<file path="config.mk">
export PLATFORM = sky130hd
export DESIGN_NAME = bjc_decoder
export DESIGN_NICKNAME = d
export VERILOG_FILES = /design/src/rtl/bjc_pkg.sv /design/src/rtl/bjc_cond.sv /design/src/rtl/bjc_bitop.sv /design/src/rtl/bjc_decoder.sv
export VERILOG_INCLUDE_DIRS = /design/src /design/src/rtl
export SDC_FILE = /design/constraint.sdc
export NUM_CORES = 1
export LEC_CHECK = 0
export ABC_AREA = 1
export ABC_CLOCK_PERIOD_IN_PS = 2450
export BUFFER_PORTS_ARGS = -buffer_cell sky130_fd_sc_hd__buf_2
export CORE_ASPECT_RATIO = 1.25
export CORE_MARGIN = 5
export CORE_UTILIZATION = 57
export CTS_CLUSTER_DIAMETER = 30
export DETAILED_ROUTE_END_ITERATION = 10
export PLACE_DENSITY = 0.78
export SLEW_MARGIN = 10
export SYNTH_ARGS = -nofsm -noshare
export SYNTH_HDL_FRONTEND = slang
export SYNTH_HIERARCHICAL = 1
export SYNTH_SLANG_ARGS = --single-unit
</file>
<file path="constraint.sdc">
create_clock -name mclk -period 2.45 [get_ports mclk]
set_input_delay 0.1225 -clock mclk [delete_from_list [all_inputs] [get_ports mclk]]
set_output_delay 0.1225 -clock mclk [all_outputs]
set_load 0.03 [all_outputs]
</file>
<file path="src/rtl/bjc_cfg.svh">
// decoder constants: flags, opcodes, lengths, states
// assumes: included by bare name
`ifndef BJC_CFG_SVH
`define BJC_CFG_SVH
// flag bit positions
`define BJC_FS 7
`define BJC_FZ 6
`define BJC_FH 4
`define BJC_FP 2
`define BJC_FN 1
`define BJC_FC 0
// prefix bytes; 00 means no prefix
`define BJC_PFX_NONE 8'h00
`define BJC_PFX_CB 8'hCB
`define BJC_PFX_ED 8'hED
// opcodes handled by exact match
`define BJC_OP_DIGL 8'h6F
`define BJC_OP_DIGR 8'h67
`define BJC_OP_NMI_RTN 8'h45
`define BJC_OP_IRQ_RTN 8'h4D
`define BJC_OP_AJMP 8'hC3
`define BJC_OP_CALL 8'hCD
`define BJC_OP_SRTN 8'hC9
`define BJC_OP_RJMP 8'h18
`define BJC_OP_DBNZ 8'h10
// register code that means the byte at HL
`define BJC_REG_MEM 3'h6
// instruction lengths and stack step
`define BJC_LEN1 16'h0001
`define BJC_LEN2 16'h0002
`define BJC_LEN3 16'h0003
`define BJC_STK_STEP 16'h0002
// clock states, one state per mclk cycle with ce high
`define BJC_T_DIG 5'h12
`define BJC_T_BIT_R 5'h08
`define BJC_T_BIT_M 5'h0C
`define BJC_T_SET_R 5'h08
`define BJC_T_SET_M 5'h0F
`define BJC_T_AJMP 5'h0A
`define BJC_T_RJMP_NO 5'h07
`define BJC_T_RJMP_YES 5'h0C
`define BJC_T_DBNZ_NO 5'h08
`define BJC_T_DBNZ_YES 5'h0D
`define BJC_T_CALL_NO 5'h0A
`define BJC_T_CALL_YES 5'h11
`define BJC_T_CRTN_NO 5'h05
`define BJC_T_CRTN_YES 5'h0B
`define BJC_T_SRTN 5'h0A
`define BJC_T_IRTN 5'h0E
`define BJC_T_RST 5'h0B
`define BJC_T_IOC 5'h0C
`define BJC_T_BLK 5'h10
`define BJC_T_BLK_RPT 5'h15
`define BJC_T_BAD 5'h04
`endif

</file>
<file path="src/rtl/bjc_pkg.sv">
// decoder types
// assumes: header on the include path
package bjc_pkg;
    // sequencer phase, one-hot
    typedef enum logic [1:0] {BJC_IDLE = 2'h1, BJC_RUN = 2'h2} bjc_phase_e;
    // top two opcode bits after the CB prefix
    typedef enum logic [1:0] {BJC_BT = 2'h1, BJC_BC = 2'h2,
        BJC_BS = 2'h3} bjc_bitop_e;
    // prefix, opcode, operand word {hi,lo}
    typedef struct packed {
        logic [7:0] pfx;
        logic [7:0] op;
        logic [15:0] imm;
    } bjc_ins_s;
    // processor state seen at instruction start
    typedef struct packed {
        logic [7:0] a;
        logic [7:0] f;
        logic [7:0] b;
        logic [15:0] hl;
        logic [15:0] pc;
        logic [15:0] sp;
        logic ien2;
    } bjc_cpu_s;
    // register file write
    typedef struct packed {
        logic en;
        logic [2:0] sel;
        logic [7:0] data;
    } bjc_regw_s;
    // memory byte write
    typedef struct packed {
        logic en;
        logic [15:0] addr;
        logic [7:0] data;
    } bjc_memw_s;
    // everything an instruction changes
    typedef struct packed {
        logic [15:0] pc;
        logic [7:0] a;
        logic [7:0] f;
        logic [7:0] b;
        logic [15:0] hl;
        logic [15:0] sp;
        bjc_regw_s regw;
        bjc_memw_s memw;
        logic push_en;
        logic [15:0] push_data;
        logic pop_en;
        logic port_wr_en;
        logic [7:0] port_wr_data;
        logic ien_ld;
        logic ien_val;
        logic bad;
    } bjc_outc_s;
    // whole decoder state
    typedef struct packed {
        bjc_phase_e phase;
        logic [4:0] cnt;
        logic done;
        logic [4:0] tst;
        bjc_outc_s outc;
    } bjc_state_s;
endpackage

</file>
<file path="src/rtl/bjc_cond.sv">
// condition field evaluator
// assumes: flag layout of the header
`include "bjc_cfg.svh"
module bjc_cond (
    input wire logic [2:0] cond,
    input wire logic [7:0] flags,
    output logic met
);
    logic sel; // flag picked by the upper two bits

    // even codes test for a clear flag, odd codes for a set flag
    always_comb
    begin
        unique case (cond[2:1])
            2'h0: sel = flags[`BJC_FZ];
            2'h1: sel = flags[`BJC_FC];
            2'h2: sel = flags[`BJC_FP];
            2'h3: sel = flags[`BJC_FS];
        endcase
        met = ~(sel ^ cond[0]);
    end
endmodule

</file>
<file path="src/rtl/bjc_bitop.sv">
// bit test, set and clear on one byte
// assumes: operand already read
module bjc_bitop (
    input wire bjc_pkg::bjc_bitop_e kind,
    input wire logic [2:0] bitn,
    input wire logic [7:0] val,
    output logic [7:0] result,
    output logic bit_val
);
    assign bit_val = val[bitn];

    // each bit is forced only when selected; test passes the byte through
    genvar i;
    for (i = 0; i < 8; i++)
    begin : g_bit
        assign result[i] = (bitn == 3'(i) && kind != bjc_pkg::BJC_BT)
                           ? (kind == bjc_pkg::BJC_BS) : val[i];
    end
endmodule

</file>
<file path="src/rtl/bjc_decoder.sv">
// decode and execute of bit, jump, call, return and port ops
// assumes: bytes fetched; caller feeds operands and the stack word,
// and applies the registered outcome on done
`include "bjc_cfg.svh"
// Operation
// - digit rotates ED 6F/67 take 18 states
// - accumulator upper nibble kept during digit rotates
// - bit test: Z inverse bit, H set, N clear
// - bit clear is set form with top 10
// - bit clear: no flags, set's timing
// - condition field selects eight flag tests
// - conditional absolute jump: 10 states either way
// - relative jump: 7 states fail, 12 taken
// - displacement is signed two's complement
// - target is start plus two plus displacement
// - call: 10 false, push high then low, 17
// - conditional return: 5 false, pop 11 true
// - nonmaskable return restores enable, 14 states
// - restart pushes, jumps to t times eight
// - port input code 110 updates flags only
// - block repeat: 21 states looping, 16 last
// - block transfer: Z set when B reaches 0
// - block transfer: N copies data bit seven
module bjc_decoder (
    input wire logic mclk,
    input wire logic resetn,
    input wire logic ce,
    input wire logic ins_valid,
    output logic ins_ready,
    input wire bjc_pkg::bjc_ins_s ins,
    input wire bjc_pkg::bjc_cpu_s cpu,
    input wire logic [7:0] opnd_rd,
    input wire logic [7:0] port_rd,
    input wire logic [15:0] stack_rd,
    output logic done,
    output logic [4:0] tstates,
    output bjc_pkg::bjc_outc_s outc
);
    bjc_pkg::bjc_state_s s_ff; // registered state
    bjc_pkg::bjc_state_s nxt_s; // next state
    bjc_pkg::bjc_outc_s dec; // decoded outcome
    logic [4:0] dec_t; // its length in clock states
    logic [7:0] op; // opcode byte
    logic [2:0] yf; // middle field: bit, condition, restart page
    logic [2:0] zf; // low field: register code
    logic [1:0] xf; // top field
    logic [2:0] cond_sel; // condition code
    logic met; // condition holds
    logic [7:0] bit_res; // operand after set or clear
    logic bit_val; // selected operand bit
    logic [15:0] disp; // sign-extended displacement
    logic [7:0] b_dec; // B minus one
    logic [7:0] blk_data; // byte moved by a block transfer
    logic [7:0] dig_a; // A after digit rotate
    logic [7:0] dig_m; // (HL) after digit rotate

    // flags from a result byte: S, Z and parity set, H and N cleared
    function automatic logic [7:0] szp(input logic [7:0] v,
                                       input logic [7:0] fin);
        logic [7:0] fo;
        fo = fin;
        fo[`BJC_FS] = v[7];
        fo[`BJC_FZ] = (v == 8'h00);
        fo[`BJC_FP] = ~^v;
        fo[`BJC_FH] = 1'b0;
        fo[`BJC_FN] = 1'b0;
        return fo;
    endfunction

    assign op = ins.op;
    assign yf = op[5:3];
    assign zf = op[2:0];
    assign xf = op[7:6];

    // relative forms carry a two-bit code; others use the full field
    assign cond_sel = (xf == 2'h0) ? {1'b0, op[4:3]} : yf;

    bjc_cond u_cond (
        .cond(cond_sel),
        .flags(cpu.f),
        .met(met)
    );

    // top bits pick set or clear
    bjc_bitop u_bitop (
        .kind(bjc_pkg::bjc_bitop_e'(xf)),
        .bitn(yf),
        .val(opnd_rd),
        .result(bit_res),
        .bit_val(bit_val)
    );

    assign disp = {{8{ins.imm[7]}}, ins.imm[7:0]};
    assign b_dec = cpu.b - 8'h01;
    // output moves the (HL) byte, input moves the port byte
    assign blk_data = op[0] ? opnd_rd : port_rd;

    assign dig_a = (op == `BJC_OP_DIGL) ? {cpu.a[7:4], opnd_rd[7:4]}
                                        : {cpu.a[7:4], opnd_rd[3:0]};
    assign dig_m = (op == `BJC_OP_DIGL) ? {opnd_rd[3:0], cpu.a[3:0]}
                                        : {cpu.a[3:0], opnd_rd[7:4]};

    // decode: outcome and state count
    always_comb
    begin
        // defaults: nothing written; unmatched forms stay bad
        dec = '0;
        dec.pc = cpu.pc + `BJC_LEN1;
        dec.a = cpu.a;
        dec.f = cpu.f;
        dec.b = cpu.b;
        dec.hl = cpu.hl;
        dec.sp = cpu.sp;
        dec.bad = 1'b1;
        dec_t = `BJC_T_BAD;
        if (ins.pfx == `BJC_PFX_CB)
        begin
            dec.pc = cpu.pc + `BJC_LEN2;
            if (xf == 2'h1)
            begin
                dec.bad = 1'b0;
                dec.f[`BJC_FZ] = ~bit_val;
                dec.f[`BJC_FH] = 1'b1;
                dec.f[`BJC_FN] = 1'b0;
                dec_t = (zf == `BJC_REG_MEM) ? `BJC_T_BIT_M : `BJC_T_BIT_R;
            end
            else if (xf[1])
            begin
                // set and clear share timing, no flags
                dec.bad = 1'b0;
                if (zf == `BJC_REG_MEM)
                begin
                    // the byte at HL is written back
                    dec.memw.en = 1'b1;
                    dec.memw.addr = cpu.hl;
                    dec.memw.data = bit_res;
                    dec_t = `BJC_T_SET_M;
                end
                else
                begin
                    // a register is written back
                    dec.regw.en = 1'b1;
                    dec.regw.sel = zf;
                    dec.regw.data = bit_res;
                    dec_t = `BJC_T_SET_R;
                end
            end
        end
        else if (ins.pfx == `BJC_PFX_ED)
        begin
            dec.pc = cpu.pc + `BJC_LEN2;
            if (op == `BJC_OP_DIGL || op == `BJC_OP_DIGR)
            begin
                dec.bad = 1'b0;
                dec.a = dig_a;
                dec.f = szp(dig_a, cpu.f);
                dec.memw.en = 1'b1;
                dec.memw.addr = cpu.hl;
                dec.memw.data = dig_m;
                dec_t = `BJC_T_DIG;
            end
            else if (op == `BJC_OP_NMI_RTN || op == `BJC_OP_IRQ_RTN)
            begin
                // both pop the return address
                dec.bad = 1'b0;
                dec.pop_en = 1'b1;
                dec.pc = stack_rd;
                dec.sp = cpu.sp + `BJC_STK_STEP;
                dec_t = `BJC_T_IRTN;
                dec.ien_ld = (op == `BJC_OP_NMI_RTN);
                dec.ien_val = cpu.ien2;
            end
            else if (xf == 2'h1 && zf == 3'h0)
            begin
                // port input, code 110 flags only
                dec.bad = 1'b0;
                dec.f = szp(port_rd, cpu.f);
                dec.regw.en = (yf != `BJC_REG_MEM);
                dec.regw.sel = yf;
                dec.regw.data = port_rd;
                dec_t = `BJC_T_IOC;
            end
            else if (xf == 2'h1 && zf == 3'h1)
            begin
                // port output of the selected register
                dec.bad = 1'b0;
                dec.port_wr_en = 1'b1;
                dec.port_wr_data = opnd_rd;
                dec_t = `BJC_T_IOC;
            end
            else if (op[7:5] == 3'h5 && op[2:1] == 2'h1)
            begin
                // block transfer: bit3 steps down, bit4 repeats
                dec.bad = 1'b0;
                dec.b = b_dec;
                dec.hl = op[3] ? cpu.hl - `BJC_LEN1 : cpu.hl + `BJC_LEN1;
                dec.memw.en = ~op[0];
                dec.memw.addr = cpu.hl;
                dec.memw.data = port_rd;
                dec.port_wr_en = op[0];
                dec.port_wr_data = opnd_rd;
                dec.f[`BJC_FZ] = (b_dec == 8'h00);
                dec.f[`BJC_FN] = blk_data[7];
                dec_t = `BJC_T_BLK;
                if (op[4] && b_dec != 8'h00)
                begin
                    dec.pc = cpu.pc;
                    dec_t = `BJC_T_BLK_RPT;
                end
            end
        end
        else if (ins.pfx == `BJC_PFX_NONE)
        begin
            if (op == `BJC_OP_AJMP || (xf == 2'h3 && zf == 3'h2))
            begin
                // absolute jump, 10 states either way
                dec.bad = 1'b0;
                dec.pc = (met || op == `BJC_OP_AJMP) ? ins.imm
                                                   : cpu.pc + `BJC_LEN3;
                dec_t = `BJC_T_AJMP;
            end
            else if (op == `BJC_OP_RJMP)
            begin
                dec.bad = 1'b0;
                dec.pc = cpu.pc + `BJC_LEN2 + disp;
                dec_t = `BJC_T_RJMP_YES;
            end
            else if (xf == 2'h0 && op[5] && zf == 3'h0)
            begin
                dec.bad = 1'b0;
                dec.pc = met ? cpu.pc + `BJC_LEN2 + disp
                             : cpu.pc + `BJC_LEN2;
                dec_t = met ? `BJC_T_RJMP_YES : `BJC_T_RJMP_NO;
            end
            else if (op == `BJC_OP_DBNZ)
            begin
                // count B down, branch while it is nonzero
                dec.bad = 1'b0;
                dec.b = b_dec;
                dec.pc = (b_dec != 8'h00) ? cpu.pc + `BJC_LEN2 + disp
                                          : cpu.pc + `BJC_LEN2;
                dec_t = (b_dec != 8'h00) ? `BJC_T_DBNZ_YES
                                         : `BJC_T_DBNZ_NO;
            end
            else if (op == `BJC_OP_CALL || (xf == 2'h3 && zf == 3'h4))
            begin
                // call pushes return, high byte first
                dec.bad = 1'b0;
                dec.pc = cpu.pc + `BJC_LEN3;
                dec_t = `BJC_T_CALL_NO;
                if (op == `BJC_OP_CALL || met)
                begin
                    dec.push_en = 1'b1;
                    dec.push_data = cpu.pc + `BJC_LEN3;
                    dec.sp = cpu.sp - `BJC_STK_STEP;
                    dec.pc = ins.imm;
                    dec_t = `BJC_T_CALL_YES;
                end
            end
            else if (op == `BJC_OP_SRTN)
            begin
                // plain return pops low then high
                dec.bad = 1'b0;
                dec.pop_en = 1'b1;
                dec.pc = stack_rd;
                dec.sp = cpu.sp + `BJC_STK_STEP;
                dec_t = `BJC_T_SRTN;
            end
            else if (xf == 2'h3 && zf == 3'h0)
            begin
                dec.bad = 1'b0;
                dec_t = `BJC_T_CRTN_NO;
                if (met)
                begin
                    dec.pop_en = 1'b1;
                    dec.pc = stack_rd;
                    dec.sp = cpu.sp + `BJC_STK_STEP;
                    dec_t = `BJC_T_CRTN_YES;
                end
            end
            else if (xf == 2'h3 && zf == 3'h7)
            begin
                dec.bad = 1'b0;
                dec.push_en = 1'b1;
                dec.push_data = cpu.pc + `BJC_LEN1;
                dec.sp = cpu.sp - `BJC_STK_STEP;
                dec.pc = {8'h00, 2'h0, yf, 3'h0};
                dec_t = `BJC_T_RST;
            end
        end
    end

    // sequencer: holds the outcome until the state count is spent
    always_comb
    begin
        nxt_s = s_ff;
        nxt_s.done = 1'b0;
        unique case (s_ff.phase)
            bjc_pkg::BJC_IDLE:
            begin
                // accept and latch the outcome
                if (ins_valid)
                begin
                    nxt_s.outc = dec;
                    nxt_s.tst = dec_t;
                    nxt_s.cnt = dec_t - 5'h01;
                    nxt_s.phase = bjc_pkg::BJC_RUN;
                end
            end
            bjc_pkg::BJC_RUN:
            begin
                // count down, then flag done
                if (s_ff.cnt == 5'h00)
                begin
                    nxt_s.done = 1'b1;
                    nxt_s.phase = bjc_pkg::BJC_IDLE;
                end
                else
                begin
                    nxt_s.cnt = s_ff.cnt - 5'h01;
                end
            end
            default:
            begin
                // a corrupted phase code falls back to idle
                nxt_s.phase = bjc_pkg::BJC_IDLE;
            end
        endcase
    end

    // state register; ce low freezes everything, done included
    always_ff @(posedge mclk or negedge resetn)
    begin
        if (!resetn)
        begin
            s_ff <= '0;
            s_ff.phase <= bjc_pkg::BJC_IDLE;
        end
        else if (ce)
        begin
            s_ff <= nxt_s;
        end
    end

    // ready is combinational so a new instruction can follow done
    assign ins_ready = (s_ff.phase == bjc_pkg::BJC_IDLE);
    assign done = s_ff.done;
    assign tstates = s_ff.tst;
    assign outc = s_ff.outc;
endmodule

</file>
==> impl_summary.txt, run 1 <==
----------------------------------------------------
[Clock tree]
  Number of buffers between clock root and the deepest sink ... 2
  Number of buffers inserted during clock tree synthesis ... 17
  Clock tree from TritonCTS ... built
  Sink Count ... 152
  Cell at the root of the clock tree ... sky130_fd_sc_hd__clkbuf_16
  Post-CTS setup repair buffer count ... 0
  Clock-pin transition on the worst setup and hold timing paths ... about 70 ps
  Clock latency on the worst-skew pair ... 450 ps
  H-Tree Depth ... 4

[GRT]
  Overall routing resource usage ... between 40% and 50%
  Initial antenna violation count ... 3
  Total grt overflow ... 0
  Vias in the first global route ... approximately 18,000
  Pin count of the biggest net entering global routing ... around 110
  First-pass GRT wire length ... about 100,000 um

[Setup path]
  Critical path class ... in2reg
  Number of buffer and inverter instances along the worst setup path ... 5
  CP top delay family ... simple AND/OR/NAND/NOR gates
  Critical-path top delay cell ... sky130_fd_sc_hd__nor4_4
  Kind of end point of the critical path ... register
  Critical path data required time ... 2830 ps
  Most common cell type on the critical path ... sky130_fd_sc_hd__nand2_1
  Largest fanout of any net on the critical path ... 3
  Delay of the slowest cell on the worst path ... 310 ps
  Cells traversed along the worst timing path ... buf_2 > nand2_1 > inv_1 > nand3_2 > nor4_4 > buf_4 > xor2_4 > inv_2 > ha_4 > buf_4 > nand2_2 > nor2_2 > nand3b_1 > nand4_1 > xor2_1 > nand2_1 > o211ai_1 > nand2_1 > nand2_1 > nand2_1 > nand2_1
  Worst path arrival time ... 2730 ps
  Kind of start point of the critical path ... input pin

[Die]
  Core area ... approximately 0.025 mm^2
  I/O pin count ... about 290
  Die Ht ... between 150 and 200 um
  Full die area ... about 0.029 mm^2
  Initial cell density of the core ... 57.5%
  Die X-Extent ... approximately 150 um
  Placement row count ... 65

[Timing]
  Clock period minus final worst setup slack ... between 2000 and 2500 ps
  Worst slew margin ... between 50% and 60%
  Post-route clock period utilization ... 95.7%
  Fin Clk Skew ... approximately 12 ps
  Final hold violations ... 0
  Setup-failing EPs final ... 0
  Setup TNS Final ... 0 ps
  Achievable Freq ... 427 MHz
  Number of pins exceeding their max-slew limit in the final report ... 0
  Slew at the pin with the worst max-slew slack ... 627 ps
  Final hold slack ... roughly 5 ps

[Logic synthesis]
  Share of the synthesized area in the top cell type ... between 20% and 30%
  Register area share after synthesis ... about a quarter
  Synthesized area divided by synthesized cell count ... between 6 and 7 um^2
  Post-synthesis instance area ... roughly 0.014 mm^2
  Top flip-flop cell by instance count after synthesis ... sky130_fd_sc_hd__dfrtp_1
  Share of flip-flops with an asynchronous set or reset after synthesis ... 100%
  Yosys top cell by area ... sky130_fd_sc_hd__dfrtp_1
  Synthesized netlist net count ... between 2,000 and 2,500
  Leading cell types by total area after synthesis ... sky130_fd_sc_hd__dfrtp_1, sky130_fd_sc_hd__nand2_1, sky130_fd_sc_hd__buf_4
  Number of different library cells in the post-synthesis netlist ... between 60 and 70
  Number of synthesized flops with an enable pin ... 0
  YS warnings ... 6
  Synthesized flop and latch total ... roughly 150
  Instance count of the mapped netlist ... roughly 2,200

[Cells and area]
  Design Area, Final ... ~0.018 mm^2
  Area used by multi-input combinational logic ... between 0.008 and 0.009 mm^2
  Storage cell area ... ~0.0038 mm^2
  Most frequent standard cell in the layout excluding fill and tap cells ... sky130_fd_sc_hd__nand2_1
  Ratio of cells with drive above 1 in the final layout ... 27.2%
  Final nets ... between 2,000 and 3,000
  Synth-to-Final Area Change ... 26.2%
  Filler cell count ... approximately 2,100
  Commonest cells after routing, fill and taps aside ... sky130_fd_sc_hd__nand2_1, sky130_fd_sc_hd__buf_2, sky130_fd_sc_hd__buf_4, sky130_fd_sc_hd__inv_1, sky130_fd_sc_hd__o21ai_0

[Routing]
  Drt wl/cell ... around 21 um
  DRT antenna net count ... 0
  # DRC ... 0
  Total routed wirelength ... 63,200 um
  1st-iter DRT viols ... approximately 2,000
  First-pass iteration count of the detailed router ... 6
  Vias per Instance ... about 6.0
  Detailed-route via count ... 17,700

[Status]
  Run status ... finished clean

[Place]
  Routability Congestion ... ~1.1
  Port Buffer Count ... 286
  Post-DP Area ... 0.0172 mm^2
  Detailed Place HPWL ... a little under 50,000 um

[Min path]
  Hold WC Path Type ... in2reg

[Power and ir drop]
  PD cells ... 728 mW/mm^2
  Leakage dissipation ... between 0.009 and 0.01 uW
  Worst IR Drop VDD ... 0.621 mV
  Post-route total power ... ~13,000 uW

[Run]
  Count of maximum capacitance violations ... 0

----------------------------------------------------
## cells in the mapped netlist (17+ instances only)
| library cell | number |
|---|---|
| sky130_fd_sc_hd__a21oi_1 | 129 |
| sky130_fd_sc_hd__o211ai_1 | 32 |
| sky130_fd_sc_hd__nor3_1 | 23 |
| sky130_fd_sc_hd__dfrtp_1 | 151 |
| sky130_fd_sc_hd__o21ai_1 | 21 |
| sky130_fd_sc_hd__nor2_2 | 17 |
| sky130_fd_sc_hd__a31oi_1 | 20 |
| sky130_fd_sc_hd__nor2_1 | 178 |
| sky130_fd_sc_hd__buf_4 | 148 |
| sky130_fd_sc_hd__nand2_1 | 579 |
| sky130_fd_sc_hd__a221oi_1 | 18 |
| sky130_fd_sc_hd__nand4_1 | 32 |
| sky130_fd_sc_hd__o21ai_0 | 193 |
| sky130_fd_sc_hd__inv_1 | 211 |
| sky130_fd_sc_hd__xor2_1 | 55 |
| sky130_fd_sc_hd__ha_1 | 47 |
| sky130_fd_sc_hd__nand3_1 | 98 |
| sky130_fd_sc_hd__inv_2 | 23 |
| sky130_fd_sc_hd__clkbuf_1 | 50 |
## flip-flops by register name (all words and copies together) (netlist names)
name	count
outc	139
s_ff	7
tstates	5
done	1
## worst paths after layout
path	cells after the start	to	slack, ps	start
max	21	outc[137]	110	cpu[24]
min	3	outc[106]	5	cpu[56]
max reg2reg	10	outc[37]	140	s_ff[149]
min reg2reg	2	outc[109]	480	outc[109]
max in group asynchronous	3	s_ff[150]	1450	resetn
min in group asynchronous	2	outc[39]	230	resetn
## where the power goes
| part | total (uW) | internal, uW | switching [uW] |
|---|---|---|---|
| clock network | 2660 | 1430 | 1230 |
| registers | 3900 | 3370 | 524 |
| logic | 6710 | 2160 | 4540 |
| total | 13300 | 6970 | 6300 |
## cell type report
| cell class | count | area share, % |
|---|---|---|
| antenna | 2 | 0.0274 |
| clock buffer | 18 | 2.35 |
| clock inverter | 14 | 0.769 |
| inverter | 238 | 4.91 |
| multi-input combinational | 1592 | 46.8 |
| sequential | 152 | 20.9 |
| tap | 335 | 2.30 |
| timing repair buffer | 604 | 22.0 |
## worst reg2reg max path, cell delays in order (launching register included)
cell,delay (ps)
sky130_fd_sc_hd__dfrtp_1,400
sky130_fd_sc_hd__nor3_1,220
sky130_fd_sc_hd__nand3_1,140
sky130_fd_sc_hd__nand2_1,90
sky130_fd_sc_hd__inv_1,60
sky130_fd_sc_hd__nor2_1,210
sky130_fd_sc_hd__nand2_4,120
sky130_fd_sc_hd__buf_4,230
sky130_fd_sc_hd__buf_4,310
sky130_fd_sc_hd__a221oi_1,330
sky130_fd_sc_hd__nor2_1,90
## per-stage QoR
stage	utilization, %	instances	setup slack (ps)
2_1_floorplan	-	2201	5.07
3_3_place_gp	68.4	2892	-585
3_5_place_dp	68.4	2892	-533
4_1_cts	71.9	2953	7.68
5_1_grt	72.5	2954	-45.0
6_report	72.6	2955	105
## routing by layer
metal / track usage, % / vias to the layer above / part of all wire, %
met5: 0 / - / 0.043
met4: 35.1 / 4 / 10
met3: 7.50 / 409 / 8.9
met2: 71.7 / 1220 / 46
met1: 48.2 / 8098 / 34
li1: - / 7982 / -
## logic make-up after synthesis
group	share of synthesized area [%]
AND/OR/NAND/NOR	27.9
buffers and inverters	16.0
flip-flops	26.3
XOR/XNOR	4.36
AO/OA/AOI/OAI	21.1
adder cells (fa/ha/maj)	4.35
## timing repair
item	4_1_cts	5_1_grt
resized for setup	4	42
endpoints found under the setup margin	3	26
hold buffers	29	0
pin swaps	1	7
gates cloned	0	0
hold endpoints to repair	88	0
No activity file was read; power rests on OpenSTA's default activity.
==> inputs of run 2 (changes only) <==
--- a/config.mk
+++ b/config.mk
@@ -8,7 +8,7 @@
 export LEC_CHECK = 0
 export ABC_AREA = 1
 export ABC_CLOCK_PERIOD_IN_PS = 2450
-export BUFFER_PORTS_ARGS = -buffer_cell sky130_fd_sc_hd__buf_2
+export BUFFER_PORTS_ARGS = -buffer_cell sky130_fd_sc_hd__buf_4
 export CORE_ASPECT_RATIO = 1.25
 export CORE_MARGIN = 5
 export CORE_UTILIZATION = 57
==> run 2 against run 1 <==
Compared with the run above:
- the flow now finishes with violations (design-rule violations, negative hold slack)
- non-clock buffer count is 8 higher
- core utilization rose by 3.0 points
- first-iteration DRC count grew 20%
- design area grew 4.2%
- global-route usage is 1.8 points higher
- count of clock-buffer cells in the layout grew 1
- sequential share of layout area fell by 0.84 points
- power grew 6.6%
- sequential power up 2%
==> impl_summary.txt, run 2 (synthesized netlist as in run 1, its figures left out) <==
----------------------------------------------------
[Routing]
  Vias per Instance ... about 6.2
  Total routed wirelength ... 66,600 um
  1st-iter DRT viols ... ~2,400
  # DRC ... 3
  Detailed-route via count ... roughly 18,000
  Drt wl/cell ... 22.5 um
  DRT antenna net count ... 0
  First-pass iteration count of the detailed router ... 10

[Timing]
  Final hold slack ... -0.438 ps
  Final setup margin ... about 50 ps
  Post-route clock period utilization ... between 90% and 100%
  Final hold violations ... 1
  Worst slew margin ... ~53%
  Setup-failing EPs final ... 0
  Unrepaired setup endpoints after global routing ... true
  Slew at the pin with the worst max-slew slack ... around 700 ps
  Number of pins exceeding their max-slew limit in the final report ... 0
  Achievable Freq ... between 400 and 500 MHz
  Clock period minus final worst setup slack ... 2400 ps
  Fin Clk Skew ... between 10 and 15 ps

[Setup path]
  Critical-path top delay cell ... sky130_fd_sc_hd__ha_1
  Worst path arrival time ... 2720 ps
  Kind of end point of the critical path ... register
  CP top delay family ... compound AO/OA/AOI/OAI gates
  Kind of start point of the critical path ... input pin
  Cells traversed along the worst timing path ... buf_4 > ha_1 > nand3_1 > nand3_1 > a21oi_1 > o21ai_0 > a21boi_0 > o21ai_1 > a21oi_1 > xor2_1 > o21ai_0 > nand2_1
  Number of buffer and inverter instances along the worst setup path ... 1
  Largest fanout of any net on the critical path ... 6
  Delay of the slowest cell on the worst path ... 370 ps
  Critical path class ... in2reg
  Critical path data required time ... ~2800 ps

[Cells and area]
  Commonest cells after routing, fill and taps aside ... sky130_fd_sc_hd__nand2_1, sky130_fd_sc_hd__buf_4, sky130_fd_sc_hd__inv_1, sky130_fd_sc_hd__o21ai_0, sky130_fd_sc_hd__nor2_1
  Most frequent standard cell in the layout excluding fill and tap cells ... sky130_fd_sc_hd__nand2_1
  Final nets ... about 2,800
  Ratio of cells with drive above 1 in the final layout ... 27.0%
  Fraction of the core area covered by cells at the end of the flow ... between 70% and 80%
  Synth-to-Final Area Change ... 31.5%
  Max reg flops ... around 140
  Final std cells w/o fill ... about 3,000

[Power and ir drop]
  Fraction of power consumed by sequential logic ... 28.2%
  Worst IR Drop VDD ... roughly 0.52 mV
  PD cells ... between 700 and 800 mW/mm^2
  Sw Pwr ... between 6000 and 7000 uW
  Leakage dissipation ... between 0.009 and 0.01 uW
  Internal power ... about 7500 uW
  Part of the total power dissipated in the clock network ... between 10% and 20%
  Combinational share of power ... 52.2%
  Fraction of power spent switching nets ... a little under half

[Die]
  Core area ... 0.0251 mm^2
  Die X-Extent ... around 150 um
  Die Ht ... roughly 190 um
  Initial cell density of the core ... 57.5%
  Full die area ... ~0.029 mm^2
  Placement row count ... 65
  I/O pin count ... 287

[Run]
  Count of maximum capacitance violations ... 0

[Clock tree]
  Clock latency on the worst-skew pair ... between 400 and 500 ps
  Sink Count ... roughly 150
  Clock-pin transition on the worst setup and hold timing paths ... around 70 ps
  H-Tree Depth ... 4
  Cell at the root of the clock tree ... sky130_fd_sc_hd__clkbuf_16
  Number of buffers between clock root and the deepest sink ... 2
  Clock tree from TritonCTS ... built
  Number of buffers inserted during clock tree synthesis ... 17

[GRT]
  Total grt overflow ... 0
  Pin count of the biggest net entering global routing ... 94
  Vias in the first global route ... around 18,000
  Overall routing resource usage ... around 45%
  Initial antenna violation count ... 1
  First-pass GRT wire length ... 101,000 um

[Place]
  DP Worst Slack ... -423 ps
  Detailed Place HPWL ... 49,500 um
  Port Buffer Count ... 286
  Routability Congestion ... roughly 1.1
  Number of cells after detailed placement ... 2,893

[Status]
  Run status ... finished, violations left
  Failing checks ... design-rule violations, negative hold slack

[Min path]
  Hold WC Path Type ... in2reg

----------------------------------------------------
==> run 2: through the flow <==
| step | cell area, um^2 | TNS, ps | total power, uW |
|---|---|---|---|
| 3_5_place_dp | 17900 | -4900 | 11000 |
| 2_1_floorplan | 14400 | 0 | 9000 |
| 3_3_place_gp | 17900 | -4130 | 10800 |
| 6_report | 19000 | 0 | 14100 |
| 5_1_grt | 19000 | -60.4 | 14800 |
| 4_1_cts | 18900 | 0 | 13800 |
==> run 2: area by class of cell <==
| type | count | area (um^2) |
|---|---|---|
| tap | 335 | 419 |
| inverter | 238 | 895 |
| antenna | 1 | 2.50 |
| sequential | 152 | 3800 |
| fill | 1915 | 6130 |
| clock inverter | 13 | 136 |
| clock buffer | 19 | 453 |
| multi-input combinational | 1592 | 8470 |
| timing repair buffer | 612 | 4810 |
==> run 2: what timing repair did <==
item,CTS,global route
buffers inserted,0,1
gates resized for setup,0,33
setup endpoints to repair,0,45
hold endpoints to repair,187,0
hold buffers,35,0
==> run 2: tightest hold or removal path, cell delays in order <==
cell	delay (ps)
sky130_fd_sc_hd__buf_4	120
sky130_fd_sc_hd__nand2_1	80
sky130_fd_sc_hd__o21ai_0	90
==> run 2: layer usage <==
metal	vias to the layer above	part of all wire, %	GRT usage, %
met3	532	11	10.4
met2	1568	46	74.7
met5	-	0	0
li1	7993	-	-
met1	8366	33	48.6
met4	0	10	36.9
==> run 2: worst paths after layout <==
kind | to | startpoint | cells past startpoint | slack, ps
setup / recovery | outc[96] | ins[19] | 12 | 50
hold / removal | outc[43] | cpu[38] | 3 | -0.4
setup reg to reg | outc[95] | s_ff[149] | 14 | 230
hold reg to reg | outc[45] | outc[45] | 2 | 490
max in group asynchronous | s_ff[150] | resetn | 3 | 1720
min in group asynchronous | outc[46] | resetn | 2 | 20
==> run 2: power by group through the flow <==
stage	clock network [uW]	registers, uW	logic [uW]
after floorplan	0	3750	5250
after global placement	0	3940	6880
after detailed placement	0	3960	7070
after CTS	2740	3940	7160
after global routing	2870	4060	7860
final	2770	3990	7380
